$ cat config.mk
export PLATFORM = sky130hd
export DESIGN_NAME = hmcg_top
export DESIGN_NICKNAME = d
export VERILOG_FILES = /design/src/hw/hmcg_pkg.sv /design/src/hw/hmcg_top.sv
export SDC_FILE = /design/constraint.sdc
export NUM_CORES = 1
export LEC_CHECK = 0
export BUFFER_PORTS_ARGS = -buffer_cell sky130_fd_sc_hd__buf_2
export CAP_MARGIN = 20
export CORE_ASPECT_RATIO = 0.6
export CORE_MARGIN = 2
export CORE_UTILIZATION = 53
export CTS_CLUSTER_DIAMETER = 150
export DETAILED_ROUTE_END_ITERATION = 10
export PLACE_DENSITY = 0.81
export SYNTH_ARGS = -nofsm -noshare
export SYNTH_HDL_FRONTEND = slang
export SYNTH_SLANG_ARGS = --single-unit
$ cat constraint.sdc
create_clock -name i_sys_clk -period 2.75 [get_ports i_sys_clk]
set_input_delay 0.55 -clock i_sys_clk [delete_from_list [all_inputs] [get_ports i_sys_clk]]
set_output_delay 0.55 -clock i_sys_clk [all_outputs]
set_load 0.005 [all_outputs]
$ cat src/hw/hmcg_pkg.sv
// Package: register map, field layout and reset values of the modem control and GPIO block
package hmcg_pkg;
  localparam int unsigned GP_LINES     = 9;
  localparam logic [11:0] OFF_CTRL     = 12'h000;
  localparam logic [11:0] OFF_STATUS   = 12'h004;
  localparam logic [11:0] OFF_IRQ_STAT = 12'h008;
  localparam logic [11:0] OFF_IRQ_MASK = 12'h00C;
  localparam logic [11:0] OFF_DTR_CFG  = 12'h010;
  localparam logic [11:0] OFF_GP_BASE  = 12'h100;
  localparam int unsigned SREG_GP_FIRST = 621;
  localparam int unsigned SREG_GP_LAST  = 628;
  localparam int unsigned SREG_DTR_A    = 552;
  localparam int unsigned SREG_DTR_B    = 553;
  localparam int unsigned SREG_AN0      = 701;
  localparam int unsigned SREG_AN1      = 702;
  localparam logic [11:0] OFF_AN0      = 12'h200;
  localparam logic [11:0] OFF_AN1      = 12'h204;
  // Control bits
  localparam int unsigned CTRL_RING    = 0;
  localparam int unsigned CTRL_LINK    = 1;
  localparam int unsigned CTRL_HSPEED  = 2;
  localparam int unsigned CTRL_TXHOLD  = 3;
  localparam int unsigned CTRL_RXFULL  = 4;
  // Status and interrupt bits
  localparam int unsigned ST_DSR       = 0;
  localparam int unsigned ST_CTS       = 1;
  localparam int unsigned EV_DSR_DROP  = 0;
  localparam int unsigned EV_DSR_RISE  = 1;
  localparam int unsigned EV_CTS_CHG   = 2;
  localparam int unsigned EV_GP_CHG    = 3;
  localparam int unsigned EV_BITS      = 4;
  // Per-line config word: [0] out enable, [1] out value, [3:2] pull, [4] pull strong
  localparam int unsigned GPC_DIR      = 0;
  localparam int unsigned GPC_VAL      = 1;
  localparam int unsigned GPC_PULL_LO  = 2;
  localparam int unsigned GPC_PULL_HI  = 3;
  localparam int unsigned GPC_STRONG   = 4;
  localparam int unsigned GPC_IN       = 8;
  // Pull-down weak, input direction
  localparam logic [4:0]  GPC_RESET    = 5'h04;
  localparam logic [1:0]  DTR_RESET    = 2'h0;
  localparam logic [4:0]  CTRL_RESET   = 5'h00;
  localparam int unsigned GP_DTR_IDX   = 2;
  localparam int unsigned GP_LED_IDX   = 3;
endpackage : hmcg_pkg

$ cat src/hw/hmcg_top.sv
// Modem control lines and general purpose lines with APB register access
// Contract
// - Transmit and receive data lines idle high when no character is sent.
// - All handshake lines are active low on both sides.
// - Ring indication rests high and goes low while a remote peer sets up a connection.
// - Carrier detect is high with no link and low while a link is established.
// - In high-speed mode a data-set-ready deassertion requests drop or online command mode; the code does so only while a link is established.
// - Each general purpose line is set as input or output with weak or strong pull.
// - At reset every general purpose line is an input with a weak pull-down.
// - Lines six, seven and eight stay inputs until software changes them.
// - Software reads and controls the general purpose lines through indexed registers.
// - Line four lights the LED at logic one; as input the host drives it.
// - Line three doubles as active-low data-terminal-ready, chosen by a config register.
// - The two analogue channels are readable through two registers.
module hmcg_top
  import hmcg_pkg::*;
#(
  parameter int unsigned AN_WIDTH = 8
) (
  input  wire logic                  i_sys_clk,
  input  wire logic                  i_sys_rst,
  input  wire logic                  i_psel,
  input  wire logic                  i_penable,
  input  wire logic                  i_pwrite,
  input  wire logic [11:0]           i_paddr,
  input  wire logic [31:0]           i_pwdata,
  output logic      [31:0]           o_prdata,
  output logic                       o_pready,
  output logic                       o_pslverr,
  input  wire logic                  i_data_set_ready_n,
  input  wire logic                  i_clear_to_send_n,
  input  wire logic                  i_tx_data,
  output logic                       o_tx_line,
  output logic                       o_request_to_send_n,
  output logic                       o_ring_indication_n,
  output logic                       o_carrier_detect_n,
  output logic                       o_tx_allowed,
  output logic                       o_drop_request,
  input  wire logic [GP_LINES-1:0]   i_gp_line,
  output logic      [GP_LINES-1:0]   o_gp_line,
  output logic      [GP_LINES-1:0]   o_gp_line_oe_n,
  output logic      [GP_LINES-1:0]   o_gp_pull_up,
  output logic      [GP_LINES-1:0]   o_gp_pull_down,
  output logic      [GP_LINES-1:0]   o_gp_pull_strong,
  input  wire logic [AN_WIDTH-1:0]   i_analog_0,
  input  wire logic [AN_WIDTH-1:0]   i_analog_1,
  output logic                       o_irq
);

  // Channel word must fit the 16-bit read field
  if (AN_WIDTH < 1 || AN_WIDTH > 16) begin : gen_bad_an_width
    $error("AN_WIDTH must be 1 to 16");
  end

  function automatic logic [31:0] hmcg_word(input logic [15:0] v);
    hmcg_word = {16'h0000, v};
  endfunction : hmcg_word

  // Pin synchronisers, two stages
  logic [GP_LINES+3:0] sync_a;
  logic [GP_LINES+3:0] sync_b;
  logic [2*AN_WIDTH-1:0] an_a;
  logic [2*AN_WIDTH-1:0] an_b;
  logic dsr_n;
  logic cts_n;
  logic txd;
  logic [GP_LINES-1:0] gp_in;
  assign dsr_n = sync_b[0];
  assign cts_n = sync_b[1];
  assign txd   = sync_b[2];
  assign gp_in = sync_b[GP_LINES+2:3];

  always_ff @(posedge i_sys_clk) begin
    if (i_sys_rst) begin
      // Idle levels: lines pulled low, handshakes and data high, so no false event
      sync_a <= {1'b1, {GP_LINES{1'b0}}, 3'b111};
      sync_b <= {1'b1, {GP_LINES{1'b0}}, 3'b111};
      an_a   <= '0;
      an_b   <= '0;
    end else begin
      sync_a <= {1'b1, i_gp_line, i_tx_data, i_clear_to_send_n, i_data_set_ready_n};
      sync_b <= sync_a;
      an_a   <= {i_analog_1, i_analog_0};
      an_b   <= an_a;
    end
  end

  // Register state
  logic [4:0]          ctrl;
  logic [4:0]          next_ctrl;
  logic [1:0]          dtr_cfg;
  logic [1:0]          next_dtr_cfg;
  logic [4:0]          gp_cfg [GP_LINES];
  logic [4:0]          next_gp_cfg [GP_LINES];
  logic [EV_BITS-1:0]  irq_stat;
  logic [EV_BITS-1:0]  next_irq_stat;
  logic [EV_BITS-1:0]  irq_mask;
  logic [EV_BITS-1:0]  next_irq_mask;
  logic                dsr_prev;
  logic                cts_prev;
  logic [GP_LINES-1:0] gp_prev;
  logic [31:0]         next_prdata;
  logic                next_pready;
  logic                next_pslverr;
  logic                acc;
  logic                done;
  logic                wr;
  logic [EV_BITS-1:0]  ev;
  logic [3:0]          gp_idx;
  logic                gp_hit;

  // Read data fetched in the first access cycle; writes land on the
  // completing edge, where the master samples pready high
  assign acc  = i_psel && i_penable && !o_pready;
  assign done = i_psel && i_penable && o_pready;
  assign wr   = done && i_pwrite;
  assign gp_idx = 4'(i_paddr[5:2]);
  assign gp_hit = (i_paddr[11:6] == OFF_GP_BASE[11:6]) && (i_paddr[1:0] == 2'h0)
                  && (gp_idx < 4'(GP_LINES));

  always_comb begin
    ev = '0;
    ev[EV_DSR_DROP] = !dsr_prev && dsr_n;
    ev[EV_DSR_RISE] = dsr_prev && !dsr_n;
    ev[EV_CTS_CHG]  = cts_prev != cts_n;
    ev[EV_GP_CHG]   = gp_prev != gp_in;
  end

  always_comb begin
    next_ctrl     = ctrl;
    next_dtr_cfg  = dtr_cfg;
    next_irq_mask = irq_mask;
    next_irq_stat = irq_stat;
    next_prdata   = '0;
    next_pready   = acc;
    next_pslverr  = 1'b0;
    for (int i = 0; i < GP_LINES; i++) begin
      next_gp_cfg[i] = gp_cfg[i];
    end
    if (acc || wr) begin
      if (gp_hit) begin
        if (wr) begin
          next_gp_cfg[gp_idx] = i_pwdata[4:0];
        end
        next_prdata = hmcg_word({7'h00, gp_in[gp_idx], 3'h0, gp_cfg[gp_idx]});
      end else begin
        case (i_paddr)
          OFF_CTRL: begin
            if (wr) begin
              next_ctrl = i_pwdata[4:0];
            end
            next_prdata = hmcg_word({11'h000, ctrl});
          end
          OFF_STATUS: begin
            next_prdata = hmcg_word({14'h0000, cts_n, dsr_n});
          end
          OFF_IRQ_STAT: begin
            if (wr) begin
              next_irq_stat = irq_stat & ~i_pwdata[EV_BITS-1:0];
            end
            next_prdata = hmcg_word({12'h000, irq_stat});
          end
          OFF_IRQ_MASK: begin
            if (wr) begin
              next_irq_mask = i_pwdata[EV_BITS-1:0];
            end
            next_prdata = hmcg_word({12'h000, irq_mask});
          end
          OFF_DTR_CFG: begin
            if (wr) begin
              next_dtr_cfg = i_pwdata[1:0];
            end
            next_prdata = hmcg_word({14'h0000, dtr_cfg});
          end
          OFF_AN0: next_prdata = hmcg_word(16'(an_b[AN_WIDTH-1:0]));
          OFF_AN1: next_prdata = hmcg_word(16'(an_b[2*AN_WIDTH-1:AN_WIDTH]));
          default: next_pslverr = 1'b1;
        endcase
      end
    end
    // Completing edge: the answer already stands, only the write acts
    if (!acc) begin
      next_prdata  = '0;
      next_pslverr = 1'b0;
    end
    // Set wins over a clear in the same cycle
    next_irq_stat = next_irq_stat | ev;
  end

  always_ff @(posedge i_sys_clk) begin
    if (i_sys_rst) begin
      ctrl      <= CTRL_RESET;
      dtr_cfg   <= DTR_RESET;
      irq_stat  <= '0;
      irq_mask  <= '0;
      dsr_prev  <= 1'b1;
      cts_prev  <= 1'b1;
      gp_prev   <= '0;
      o_prdata  <= '0;
      o_pready  <= 1'b0;
      o_pslverr <= 1'b0;
      for (int i = 0; i < GP_LINES; i++) begin
        gp_cfg[i] <= GPC_RESET;
      end
    end else begin
      ctrl      <= next_ctrl;
      dtr_cfg   <= next_dtr_cfg;
      irq_stat  <= next_irq_stat;
      irq_mask  <= next_irq_mask;
      dsr_prev  <= dsr_n;
      cts_prev  <= cts_n;
      gp_prev   <= gp_in;
      o_prdata  <= next_prdata;
      o_pready  <= next_pready;
      o_pslverr <= next_pslverr;
      for (int i = 0; i < GP_LINES; i++) begin
        gp_cfg[i] <= next_gp_cfg[i];
      end
    end
  end

  // Pin drive, all registered
  logic [GP_LINES-1:0] next_gp_out;
  logic [GP_LINES-1:0] next_gp_oe_n;
  logic [GP_LINES-1:0] next_pu;
  logic [GP_LINES-1:0] next_pd;
  logic [GP_LINES-1:0] next_ps;

  always_comb begin
    for (int i = 0; i < GP_LINES; i++) begin
      // LED lit by logic one on the line
      next_gp_out[i]  = gp_cfg[i][GPC_VAL];
      next_gp_oe_n[i] = !gp_cfg[i][GPC_DIR];
      next_pu[i]      = gp_cfg[i][GPC_PULL_HI];
      next_pd[i]      = gp_cfg[i][GPC_PULL_LO];
      next_ps[i]      = gp_cfg[i][GPC_STRONG];
    end
    // Line three as active-low terminal ready
    if (dtr_cfg[0]) begin
      next_gp_oe_n[GP_DTR_IDX] = 1'b0;
      next_gp_out[GP_DTR_IDX]  = !(dtr_cfg[1] || ctrl[CTRL_LINK]);
    end
  end

  always_ff @(posedge i_sys_clk) begin
    if (i_sys_rst) begin
      o_gp_line           <= '0;
      o_gp_line_oe_n      <= '1;
      o_gp_pull_up        <= '0;
      o_gp_pull_down      <= '1;
      o_gp_pull_strong    <= '0;
      o_tx_line           <= 1'b1;
      o_request_to_send_n <= 1'b1;
      o_ring_indication_n <= 1'b1;
      o_carrier_detect_n  <= 1'b1;
      o_tx_allowed        <= 1'b0;
      o_drop_request      <= 1'b0;
      o_irq               <= 1'b0;
    end else begin
      o_gp_line           <= next_gp_out;
      o_gp_line_oe_n      <= next_gp_oe_n;
      o_gp_pull_up        <= next_pu;
      o_gp_pull_down      <= next_pd;
      o_gp_pull_strong    <= next_ps;
      o_tx_line           <= (!cts_n && !ctrl[CTRL_TXHOLD]) ? txd : 1'b1;
      o_tx_allowed        <= !cts_n && !ctrl[CTRL_TXHOLD];
      o_request_to_send_n <= ctrl[CTRL_RXFULL];
      o_ring_indication_n <= !ctrl[CTRL_RING];
      o_carrier_detect_n  <= !ctrl[CTRL_LINK];
      // Drop or command request in high-speed mode
      o_drop_request      <= ctrl[CTRL_HSPEED] && ctrl[CTRL_LINK] && dsr_n;
      o_irq               <= |(next_irq_stat & next_irq_mask);
    end
  end

  chk_ring_follow: assert property (@(posedge i_sys_clk) disable iff (i_sys_rst)
    ##1 o_ring_indication_n == !$past(ctrl[CTRL_RING])) else $error("ring mismatch");
  chk_carrier_link: assert property (@(posedge i_sys_clk) disable iff (i_sys_rst)
    $rose(ctrl[CTRL_LINK]) |=> !o_carrier_detect_n) else $error("carrier not low");
  chk_drop_req: assert property (@(posedge i_sys_clk) disable iff (i_sys_rst)
    (ctrl[CTRL_HSPEED] && ctrl[CTRL_LINK] && dsr_n) |=> o_drop_request)
    else $error("drop missing");
  chk_tx_idle: assert property (@(posedge i_sys_clk) disable iff (i_sys_rst)
    cts_n |=> o_tx_line) else $error("tx not idle");
  chk_rts_full: assert property (@(posedge i_sys_clk) disable iff (i_sys_rst)
    ctrl[CTRL_RXFULL] |=> o_request_to_send_n) else $error("rts low when full");
  chk_gp_reset: assert property (@(posedge i_sys_clk)
    i_sys_rst |=> (&o_gp_line_oe_n && &o_gp_pull_down && !(|o_gp_pull_strong)))
    else $error("gp reset config");
  chk_line_six_in: assert property (@(posedge i_sys_clk) disable iff (i_sys_rst)
    (!gp_cfg[5][GPC_DIR] && !$past(gp_cfg[5][GPC_DIR])) |-> o_gp_line_oe_n[5])
    else $error("line six driven");
  chk_dtr_drive: assert property (@(posedge i_sys_clk) disable iff (i_sys_rst)
    dtr_cfg[0] |=> !o_gp_line_oe_n[GP_DTR_IDX]) else $error("dtr not driven");
  chk_gp_write: assert property (@(posedge i_sys_clk) disable iff (i_sys_rst)
    (wr && gp_hit) |=> (gp_cfg[$past(gp_idx)] == $past(i_pwdata[4:0])))
    else $error("gp write lost");
  chk_irq_level: assert property (@(posedge i_sys_clk) disable iff (i_sys_rst)
    o_irq == |(irq_stat & irq_mask)) else $error("irq level");
  cov_link_up: cover property (@(posedge i_sys_clk) $fell(o_carrier_detect_n));
  cov_drop: cover property (@(posedge i_sys_clk) $rose(o_drop_request));
  cov_irq: cover property (@(posedge i_sys_clk) $rose(o_irq));
endmodule : hmcg_top

### After elaboration in Yosys (flattened, before gate mapping)

Memory sizes are Yosys's and may differ from the RTL's.
Cells that the tools add are included.
Widths: inputs -> output; s select.

| word-level totals | value |
|---|---|
| flip-flop bits (word level) | 168 |
| latch bits | 0 |
| bits in writable memories | 45 |
| ROM bits | 0 |
| bits of input ports | 77 |
| output and inout bits | 86 |
| logic and storage cells | 132 |
| memories kept | 1 |

| cells by class | value |
|---|---|
| $add $sub $neg | 0 |
| multiply operators | 0 |
| divide/modulo/power cells | 0 |
| magnitude comparators | 4 |
| eq/ne operators | 9 |
| shift-type cells | 0 |
| muxes and demuxes | 33 |
| bitwise operators | 18 |
| reduce and logical (&&, ||, !) cells | 40 |

Memory list:

| name | words | bits a word | read ports | clocked after memory_dff | wr ports | line | RTL |
|---|---|---|---|---|---|---|---|
| gp_cfg | 9 | 5 | 10 | 0 | 9 | hmcg_top.sv:93 | `logic [4:0] gp_cfg [GP_LINES];` |

Operator list:

| operator | number |
|---|---|
| $mux 45 | 3 |
| $pmux 8 s7 | 1 |
| $mux 5 | 10 |
| $bwmux 45 | 1 |
| $mux 4 | 8 |
| $eq 12x10->1 const B | 2 |
| $eq 12x4->1 const B | 2 |
| $demux 5 s4 | 1 |
| $logic_not 1->1 | 17 |
| $eq 12x3->1 const B | 1 |
| $eq 12x5->1 const B | 1 |
| $logic_and 1x1->1 | 12 |
| $logic_not 12->1 | 1 |
| $mux 9 | 1 |
| $ne 9x9->1 | 1 |
| $or 1x1->1 | 9 |
| $and 4x4->4 | 2 |
| $reduce_and 4->1 | 2 |
| $reduce_or 4->1 | 2 |
| $mux 1 | 7 |
| $reduce_or 7->1 | 1 |
| $eq 6x3->1 const B | 1 |
| $ge 5x5->1 const B | 1 |
| $lt 4x5->1 const B | 1 |
| other kinds (12) | 16 |

### Longest topological paths before layout

Gate-level depths: netlist of run 1.

| depth | value |
|---|---|
| depth after elaboration | 10 |
| gate-level depth with buffers | 8 |
| depth with buffers taken out | 5 |

### Worst setup path after synthesis of run 1

No wires, ideal clock.

| timing | value |
|---|---|
| path kind | input to register |
| start | in i_paddr[3] |
| end | mem gp_cfg[1][2] |
| setup time | 0.130 ns |
| arrival time | 2.058 ns |
| required time | 2.620 ns |
| setup slack | 0.563 ns |
| cell stages on the path | 7 |
| path buffers | 2 |
| cell sequence | buf_6 -> or3_4 -> a21o_1 -> buf_6 -> nor4_4 -> mux2i_1 -> nand2_1 |

RTL lines:

| what | line | RTL |
|---|---|---|
| start, declared | hmcg_top.sv:25 | `input wire logic [11:0] i_paddr,` |
| end, declared | hmcg_top.sv:93 |  |

==> run summary, run 1 <==
WORST HOLD PATH
-----------------------------------------------------------------------------------------
Worst Hold Class ........................................................... input port to register
Worst Hold Launch .......................................................... i_clear_to_send_n

DIE
-----------------------------------------------------------------------------------------
Die height .................................................................      92.9 um
Count of standard-cell rows ................................................           32
Die outline area ........................................................... 14,100 sq um
Width of the die ...........................................................       152 um
Starting utilization of the core area ......................................        54.3%
IO Count ...................................................................          163
Core region area ........................................................... 12,900 sq um

WORST SETUP PATH
-----------------------------------------------------------------------------------------
Crit-path leading delay family ............................................. simple AND/OR/NAND/NOR gates
Slowest cell on the critical path ..........................................       nor3_4
Chain of cells forming the critical path ................................... buf_2, buf_4, nor2_1, nand3_1, nor3_4, mux2i_1, nor2_1
Reg2reg setup slack ........................................................       750 ps
Max FO, Critical Path ......................................................           11
Biggest cell delay along the critical path .................................       510 ps
Data required time at the worst endpoint ...................................      3040 ps
Critical path class ........................................................ input port to register
Worst setup SP type ........................................................   input port
Critical path arrival ......................................................      2400 ps
Cell repeated most along the worst path ....................................       nor2_1
Endpoint class of the critical path ........................................     register
Start point of the critical path ...........................................   i_paddr[4]
Reg-to-reg startpoint ......................................................     o_pready
WP buf/inv .................................................................            2

STA
-----------------------------------------------------------------------------------------
Clk_skew ...................................................................      5.81 ps
RSZ-0062 raised after global routing .......................................           no
Total negative setup slack .................................................         0 ps
Final Hold Vio Count .......................................................            0
Fmax .......................................................................    0.473 GHz
Hold slack final ...........................................................       302 ps
Tightest slew margin relative to the limit .................................        56.6%
Least-Margin Pin Slew ......................................................       652 ps
Max Slew Vio Count .........................................................            0
Post-route minimum period ..................................................      2110 ps
Share of the cycle needed by the critical path after routing ...............        76.8%
Number of failing setup endpoints in the final timing report ...............            0

CLOCK TREE
-----------------------------------------------------------------------------------------
Maximum buffer depth of the clock tree .....................................            2
H-tree lvl count ...........................................................            4
Inserted Clock Buffers .....................................................           17
# hold bufs at CTS .........................................................            0
TritonCTS clock tree .......................................................         done
Post_cts resized ...........................................................            0
Clock transition at the registers of the reported paths ....................        70 ps
Number of buffers added for setup after CTS ................................            0
Root Buffer Master .........................................................    clkbuf_16
Clock Sink Count ...........................................................          190
Worst-skew pair later-pin latency ..........................................       430 ps

POWER
-----------------------------------------------------------------------------------------
Total Power ................................................................      5.58 mW
Largest voltage drop on the vdd net ........................................   0.000414 V
Leakage component of the power .............................................      3.44 nW
Power density cells ........................................................  680 nW/um^2

DETAILED ROUTING
-----------------------------------------------------------------------------------------
Routed vias/inst ...........................................................         5.38
Number of vias in the routed layout ........................................        5,066
Routed WL per cell .........................................................      16.9 um
Number of nets still failing antenna checks after routing ..................            0
Iter 0 DRT Violations ......................................................          501
Number of iterations in the first detailed-routing pass ....................            5
Number of DRC violations after detailed routing ............................            0
Wirelength, routed .........................................................    16,000 um

LOGIC SYNTHESIS
-----------------------------------------------------------------------------------------
Count of yosys warnings during synthesis ...................................            0
Syn_area_per_cell ..........................................................   10.7 sq um
EDFF count, synth ..........................................................            0
Proportion of register bits with asynchronous set or reset after synthesis .           0%
Post-synthesis sequential element count ....................................          190
Synth Flop Type ............................................................      dfxtp_1
Synth unique cells .........................................................           48
Cell area after technology mapping .........................................   6980 sq um
Sequential fraction of the synthesis area ..................................        54.5%
Synthesized instance count .................................................          653

GLOBAL ROUTE
-----------------------------------------------------------------------------------------
Met3 Use GR ................................................................        6.50%
GRT Overall Usage ..........................................................        23.1%
Number of antenna violations at the first check in global routing ..........            0
Final global-route overflow total ..........................................            0
Highest-utilization routing layer at the global route stage ................         met2
Global-route wire length before repair .....................................    25,300 um
Grt met2 use ...............................................................        35.8%
Global-route met1 utilization ..............................................        31.5%
Number of global-route vias before repair ..................................        4,890
Pin count of the biggest net entering global routing .......................           70

PLACED DESIGN
-----------------------------------------------------------------------------------------
Half-perimeter wire length of the detailed placement result ................    11,100 um
Port-buffer cells ..........................................................          112
RePlAce Congestion .........................................................        0.878

FINAL LAYOUT
-----------------------------------------------------------------------------------------
Filler Cells Inserted ......................................................        1,023
Area overhead of the layout relative to synthesis ..........................        17.6%
Post-layout net count ......................................................          837
Most frequent standard cell in the layout excluding fill and tap cells .....      dfxtp_1
Fraction of final layout cells sized beyond drive strength 1 ...............        26.9%
Highest-count cells in the layout ignoring fill and taps ................... dfxtp_1 (190), buf_2 (111), nor2b_1 (87)
Antenna diodes .............................................................            0

STATUS
-----------------------------------------------------------------------------------------
Run status ................................................................. complete, no violations

RUN
-----------------------------------------------------------------------------------------
Max-cap check violation count ..............................................            0

per-layer routing:
metal,wire [um],vias to the layer above
met4,263,0
met2,7160,252
li1,-,2368
met1,7130,2409
met3,1400,37
met5,0,-
per-stage QoR:
stage	utilization, %	area (sq um)	cells	setup slack [ps]
2_1_floorplan	-	7060	675	563
3_3_place_gp	59.1	7600	911	328
3_5_place_dp	59.1	7600	911	281
4_1_cts	63.9	8210	942	723
5_1_grt	63.9	8210	942	598
6_report	63.9	8210	942	638
worst paths after layout:
| path | endpoint | depth (start not counted) |
|---|---|---|
| min | sync_a[1] | 2 |
| min reg2reg | sync_b[1] | 1 |
| max | gp_cfg[3][4] | 7 |
| max reg2reg | gp_cfg[3][4] | 5 |
synthesized netlist by cell type (2+ instances only):
master,count,share of area (%)
dfxtp_1,190,55
nor2b_1,87,7.8
nor2_1,61,3.3
mux2i_1,49,7.0
nand2_1,43,2.3
clkbuf_1,31,1.7
buf_4,24,2.6
or2_2,23,2.1
o21ai_0,14,1.0
mux4_2,13,4.2
nand3_1,10,0.72
xor2_1,8,1.0
a21oi_1,7,0.50
and4_1,6,0.75
inv_1,6,0.32
nor3_1,6,0.43
nor4_1,6,0.54
a22oi_1,5,0.54
nand4_1,5,0.45
o211ai_1,5,0.54
a221oi_1,4,0.50
nor4_4,4,1.2
a21boi_0,3,0.32
a2bb2oi_1,3,0.38
buf_2,3,0.22
nor3_4,3,0.70
o211a_1,3,0.43
o22ai_1,3,0.27
or3_1,3,0.27
a31oi_1,2,0.18
buf_6,2,0.32
mux2_2,2,0.32
nor3_2,2,0.29
or4_1,2,0.22
xnor2_1,2,0.25
cell families (layout without fill, tap and decap cells):
kind of cell | count (synthesis) | in the layout | share of synthesized area [%]
and+or+nand+nor | 268 | 268 | 22.0
xor gates and xnor gates | 10 | 10 | 1.26
DFF | 190 | 190 | 54.5
other | 1 | 23 | 0.0538
AOI/OAI and AO/OA | 51 | 51 | 4.90
muxes | 65 | 65 | 11.9
buffers and inverters | 68 | 165 | 5.36
final cells by class:
class / instances / area [sq um] / area share [%]
Inverter: 7 / 26.3 / 0.320
Sequential cell: 190 / 3800 / 46.3
Clock buffer: 19 / 443 / 5.40
Multi-Input combinational cell: 417 / 2880 / 35.1
Tap cell: 170 / 213 / 2.59
Timing Repair Buffer: 127 / 676 / 8.23
Clock inverter: 12 / 164 / 2.00
state kept, by name, indices dropped and copies added (netlist names), 2 cells and up:
register / count
an_b: 16
an_a: 16
o_gp_pull_up: 9
irq_mask: 4
o_gp_line: 9
gp_prev: 9
sync_a: 12
o_gp_pull_strong: 9
o_gp_line_oe_n: 9
gp_cfg: 45
o_gp_pull_down: 9
irq_stat: 4
o_prdata: 9
sync_b: 12
dtr_cfg: 2
ctrl: 5
where the power goes:
part | leakage [nW] | switching [mW] | internal (mW)
sequential | 1.55 | 0.0191 | 2.80
combinational | 1.61 | 0.161 | 0.0960
clock | 0.287 | 1.04 | 1.46
worst register-to-register path, delay by kind of cell, from the launching register on:
family           cells  cell delay (ps)
flip-flops           1              370
multiplexers         1              260
AND/OR/NAND/NOR      4             1240
Power figures use the tool's default switching activity.
==> inputs of run 2 (changes only) <==
CORE_UTILIZATION = 48   (was 53)
PLACE_DENSITY = 0.77   (was 0.81)
clock period = 1.85 ns   (was 2.75 ns; I/O delays follow)
==> run summary, run 2 (synthesis gave the netlist of run 1 again) <==
WORST SETUP PATH
-------------------------------------------------------------------------------------
Critical path class .................................................... register to register
Data required time at the worst endpoint ...............................      2150 ps
Worst setup SP type ....................................................     register
Endpoint class of the critical path ....................................     register
Critical path arrival ..................................................      2010 ps
Max FO, Critical Path ..................................................            8

POWER
-------------------------------------------------------------------------------------
Total Power ............................................................      8.54 mW
Leakage component of the power .........................................      3.72 nW
Internal power summed over all cells ...................................      6.63 mW
Largest voltage drop on the vdd net ....................................   0.000531 V
Net Sw Frac ............................................................        22.4%
Comb pwr share .........................................................         5.1%
Switching component of the power .......................................      1.91 mW
Power share of the sequential group ....................................        49.1%
Relative contribution of the clock network to total power ..............        45.8%
Power density cells ....................................................  980 nW/um^2

STA
-------------------------------------------------------------------------------------
RSZ-0062 raised after global routing ...................................           no
Worst path setup slack after routing ...................................       137 ps
Fmax ...................................................................    0.584 GHz
Number of failing setup endpoints in the final timing report ...........            0
Hold slack final .......................................................       121 ps
Post-route minimum period ..............................................      1710 ps
Final Hold Vio Count ...................................................            0
Tightest slew margin relative to the limit .............................        66.6%
Share of the cycle needed by the critical path after routing ...........        92.6%
Clk_skew ...............................................................      6.54 ps
Max Slew Vio Count .....................................................            0
Least-Margin Pin Slew ..................................................       501 ps

DETAILED ROUTING
-------------------------------------------------------------------------------------
Routed vias/inst .......................................................         4.97
Number of vias in the routed layout ....................................        5,069
Number of DRC violations after detailed routing ........................            0
Iter 0 DRT Violations ..................................................          470
Wirelength, routed .....................................................    16,300 um
Routed WL per cell .....................................................      16.0 um
Number of nets still failing antenna checks after routing ..............            0
Number of iterations in the first detailed-routing pass ................            5

WORST HOLD PATH
-------------------------------------------------------------------------------------
Worst Hold Class ....................................................... input port to register

GLOBAL ROUTE
-------------------------------------------------------------------------------------
Number of global-route vias before repair ..............................        4,967
Final global-route overflow total ......................................            0
Pin count of the biggest net entering global routing ...................           53
Number of antenna violations at the first check in global routing ......            0
GRT Overall Usage ......................................................        21.7%
Global-route wire length before repair .................................    26,200 um

DIE
-------------------------------------------------------------------------------------
Core region area ....................................................... 14,300 sq um
Width of the die .......................................................       160 um
Count of standard-cell rows ............................................           34
Die outline area ....................................................... 15,500 sq um
Die height .............................................................      97.4 um
IO Count ...............................................................          163
Starting utilization of the core area ..................................        48.7%

CLOCK TREE
-------------------------------------------------------------------------------------
Number of buffers added for setup after CTS ............................            0
Clock Sink Count .......................................................          190
H-tree lvl count .......................................................            4
# hold bufs at CTS .....................................................            0
Root Buffer Master .....................................................    clkbuf_16
Maximum buffer depth of the clock tree .................................            2
Inserted Clock Buffers .................................................           17
Worst-skew pair later-pin latency ......................................       420 ps
Clock transition at the registers of the reported paths ................        70 ps
TritonCTS clock tree ...................................................         done

FINAL LAYOUT
-------------------------------------------------------------------------------------
Fraction of final layout cells sized beyond drive strength 1 ...........        31.5%
Number of flip-flops under the largest register name ...................           45
Antenna diodes .........................................................            0
Most frequent standard cell in the layout excluding fill and tap cells .      dfxtp_1
Final instance count without filler cells ..............................        1,019
Post-layout net count ..................................................          885
Final standard cell area without fillers ...............................   8710 sq um
Most flops, register ...................................................       gp_cfg
Highest-count cells in the layout ignoring fill and taps ............... dfxtp_1 (190), buf_2 (111), nor2b_1 (87)
Registers with the most flip-flops ..................................... gp_cfg: 45 flops, an_a: 16 flops, an_b: 16 flops
Area overhead of the layout relative to synthesis ......................        24.9%

PLACED DESIGN
-------------------------------------------------------------------------------------
Port-buffer cells ......................................................          112
Placed cell count ......................................................          987
Placed standard-cell area ..............................................   8070 sq um
RePlAce Congestion .....................................................        0.891
Half-perimeter wire length of the detailed placement result ............    11,700 um
Worst Setup Slack post-DPL .............................................      -215 ps

STATUS
-------------------------------------------------------------------------------------
Run status ............................................................. complete, no violations

RUN
-------------------------------------------------------------------------------------
Max-cap check violation count ..........................................            0

==> run 2: per-layer routing <==
layer / up-vias / share of wire [%] / GRT usage, % / wire length [um]
li1: 2473 / - / - / -
met1: 2400 / 49 / 31.5 / 7950
met2: 183 / 42 / 31.6 / 6860
met3: 13 / 8.6 / 5.93 / 1400
met4: 0 / 0.77 / 6.01 / 126
met5: - / 0 / 0 / 0
==> run 2: final timing paths <==
| kind | depth (start not counted) | slack (ps) | endpoint | startpoint |
|---|---|---|---|---|
| hold reg to reg | 1 | 400 | o_gp_line_oe_n[7] | gp_cfg[7][0] |
| setup reg to reg | 7 | 140 | gp_cfg[6][3] | o_pready |
| setup / recovery | 7 | 140 | gp_cfg[6][3] | o_pready |
| hold / removal | 2 | 120 | sync_a[2] | i_tx_data |
==> run 2: area by class of cell <==
class	count	area (sq um)
well taps	198	248
clock inverters	12	175
fillers	1158	5620
flip-flops and latches	190	3800
clock buffers	20	467
inverters	7	26.3
repair buffers	175	1100
multi-input cells	417	2890
==> run 2: timing repair <==
item,CTS,global route
gates resized for setup,0,1
endpoints found under the setup margin,0,2
endpoints found under the hold margin,0,0
==> run 2: worst max-delay path, cell delays in order, from the launching register on <==
cell	delay [ps]
dfxtp_1	340
and4_2	310
nand4_2	130
buf_4	210
nor3_2	150
buf_4	190
mux2i_1	200
nor2_1	50
==> run 2: through the flow <==
| stage | util, % | setup TNS [ps] |
|---|---|---|
| 2_1_floorplan | - | -1310 |
| 6_report | 60.8 | 0 |
| 5_1_grt | 60.8 | 0 |
| 4_1_cts | 60.8 | 0 |
| 3_5_place_dp | 56.3 | -6870 |
| 3_3_place_gp | 56.3 | -5280 |
==> run 2: power by group through the flow <==
stage	clock network (mW)	logic (mW)	registers (mW)
finish	3.91	0.439	4.19
global route	4.13	0.478	4.19
CTS	3.95	0.434	4.19
detailed placement	0	0.430	4.28
global placement	0	0.424	4.28
floorplan	0	0.285	4.27
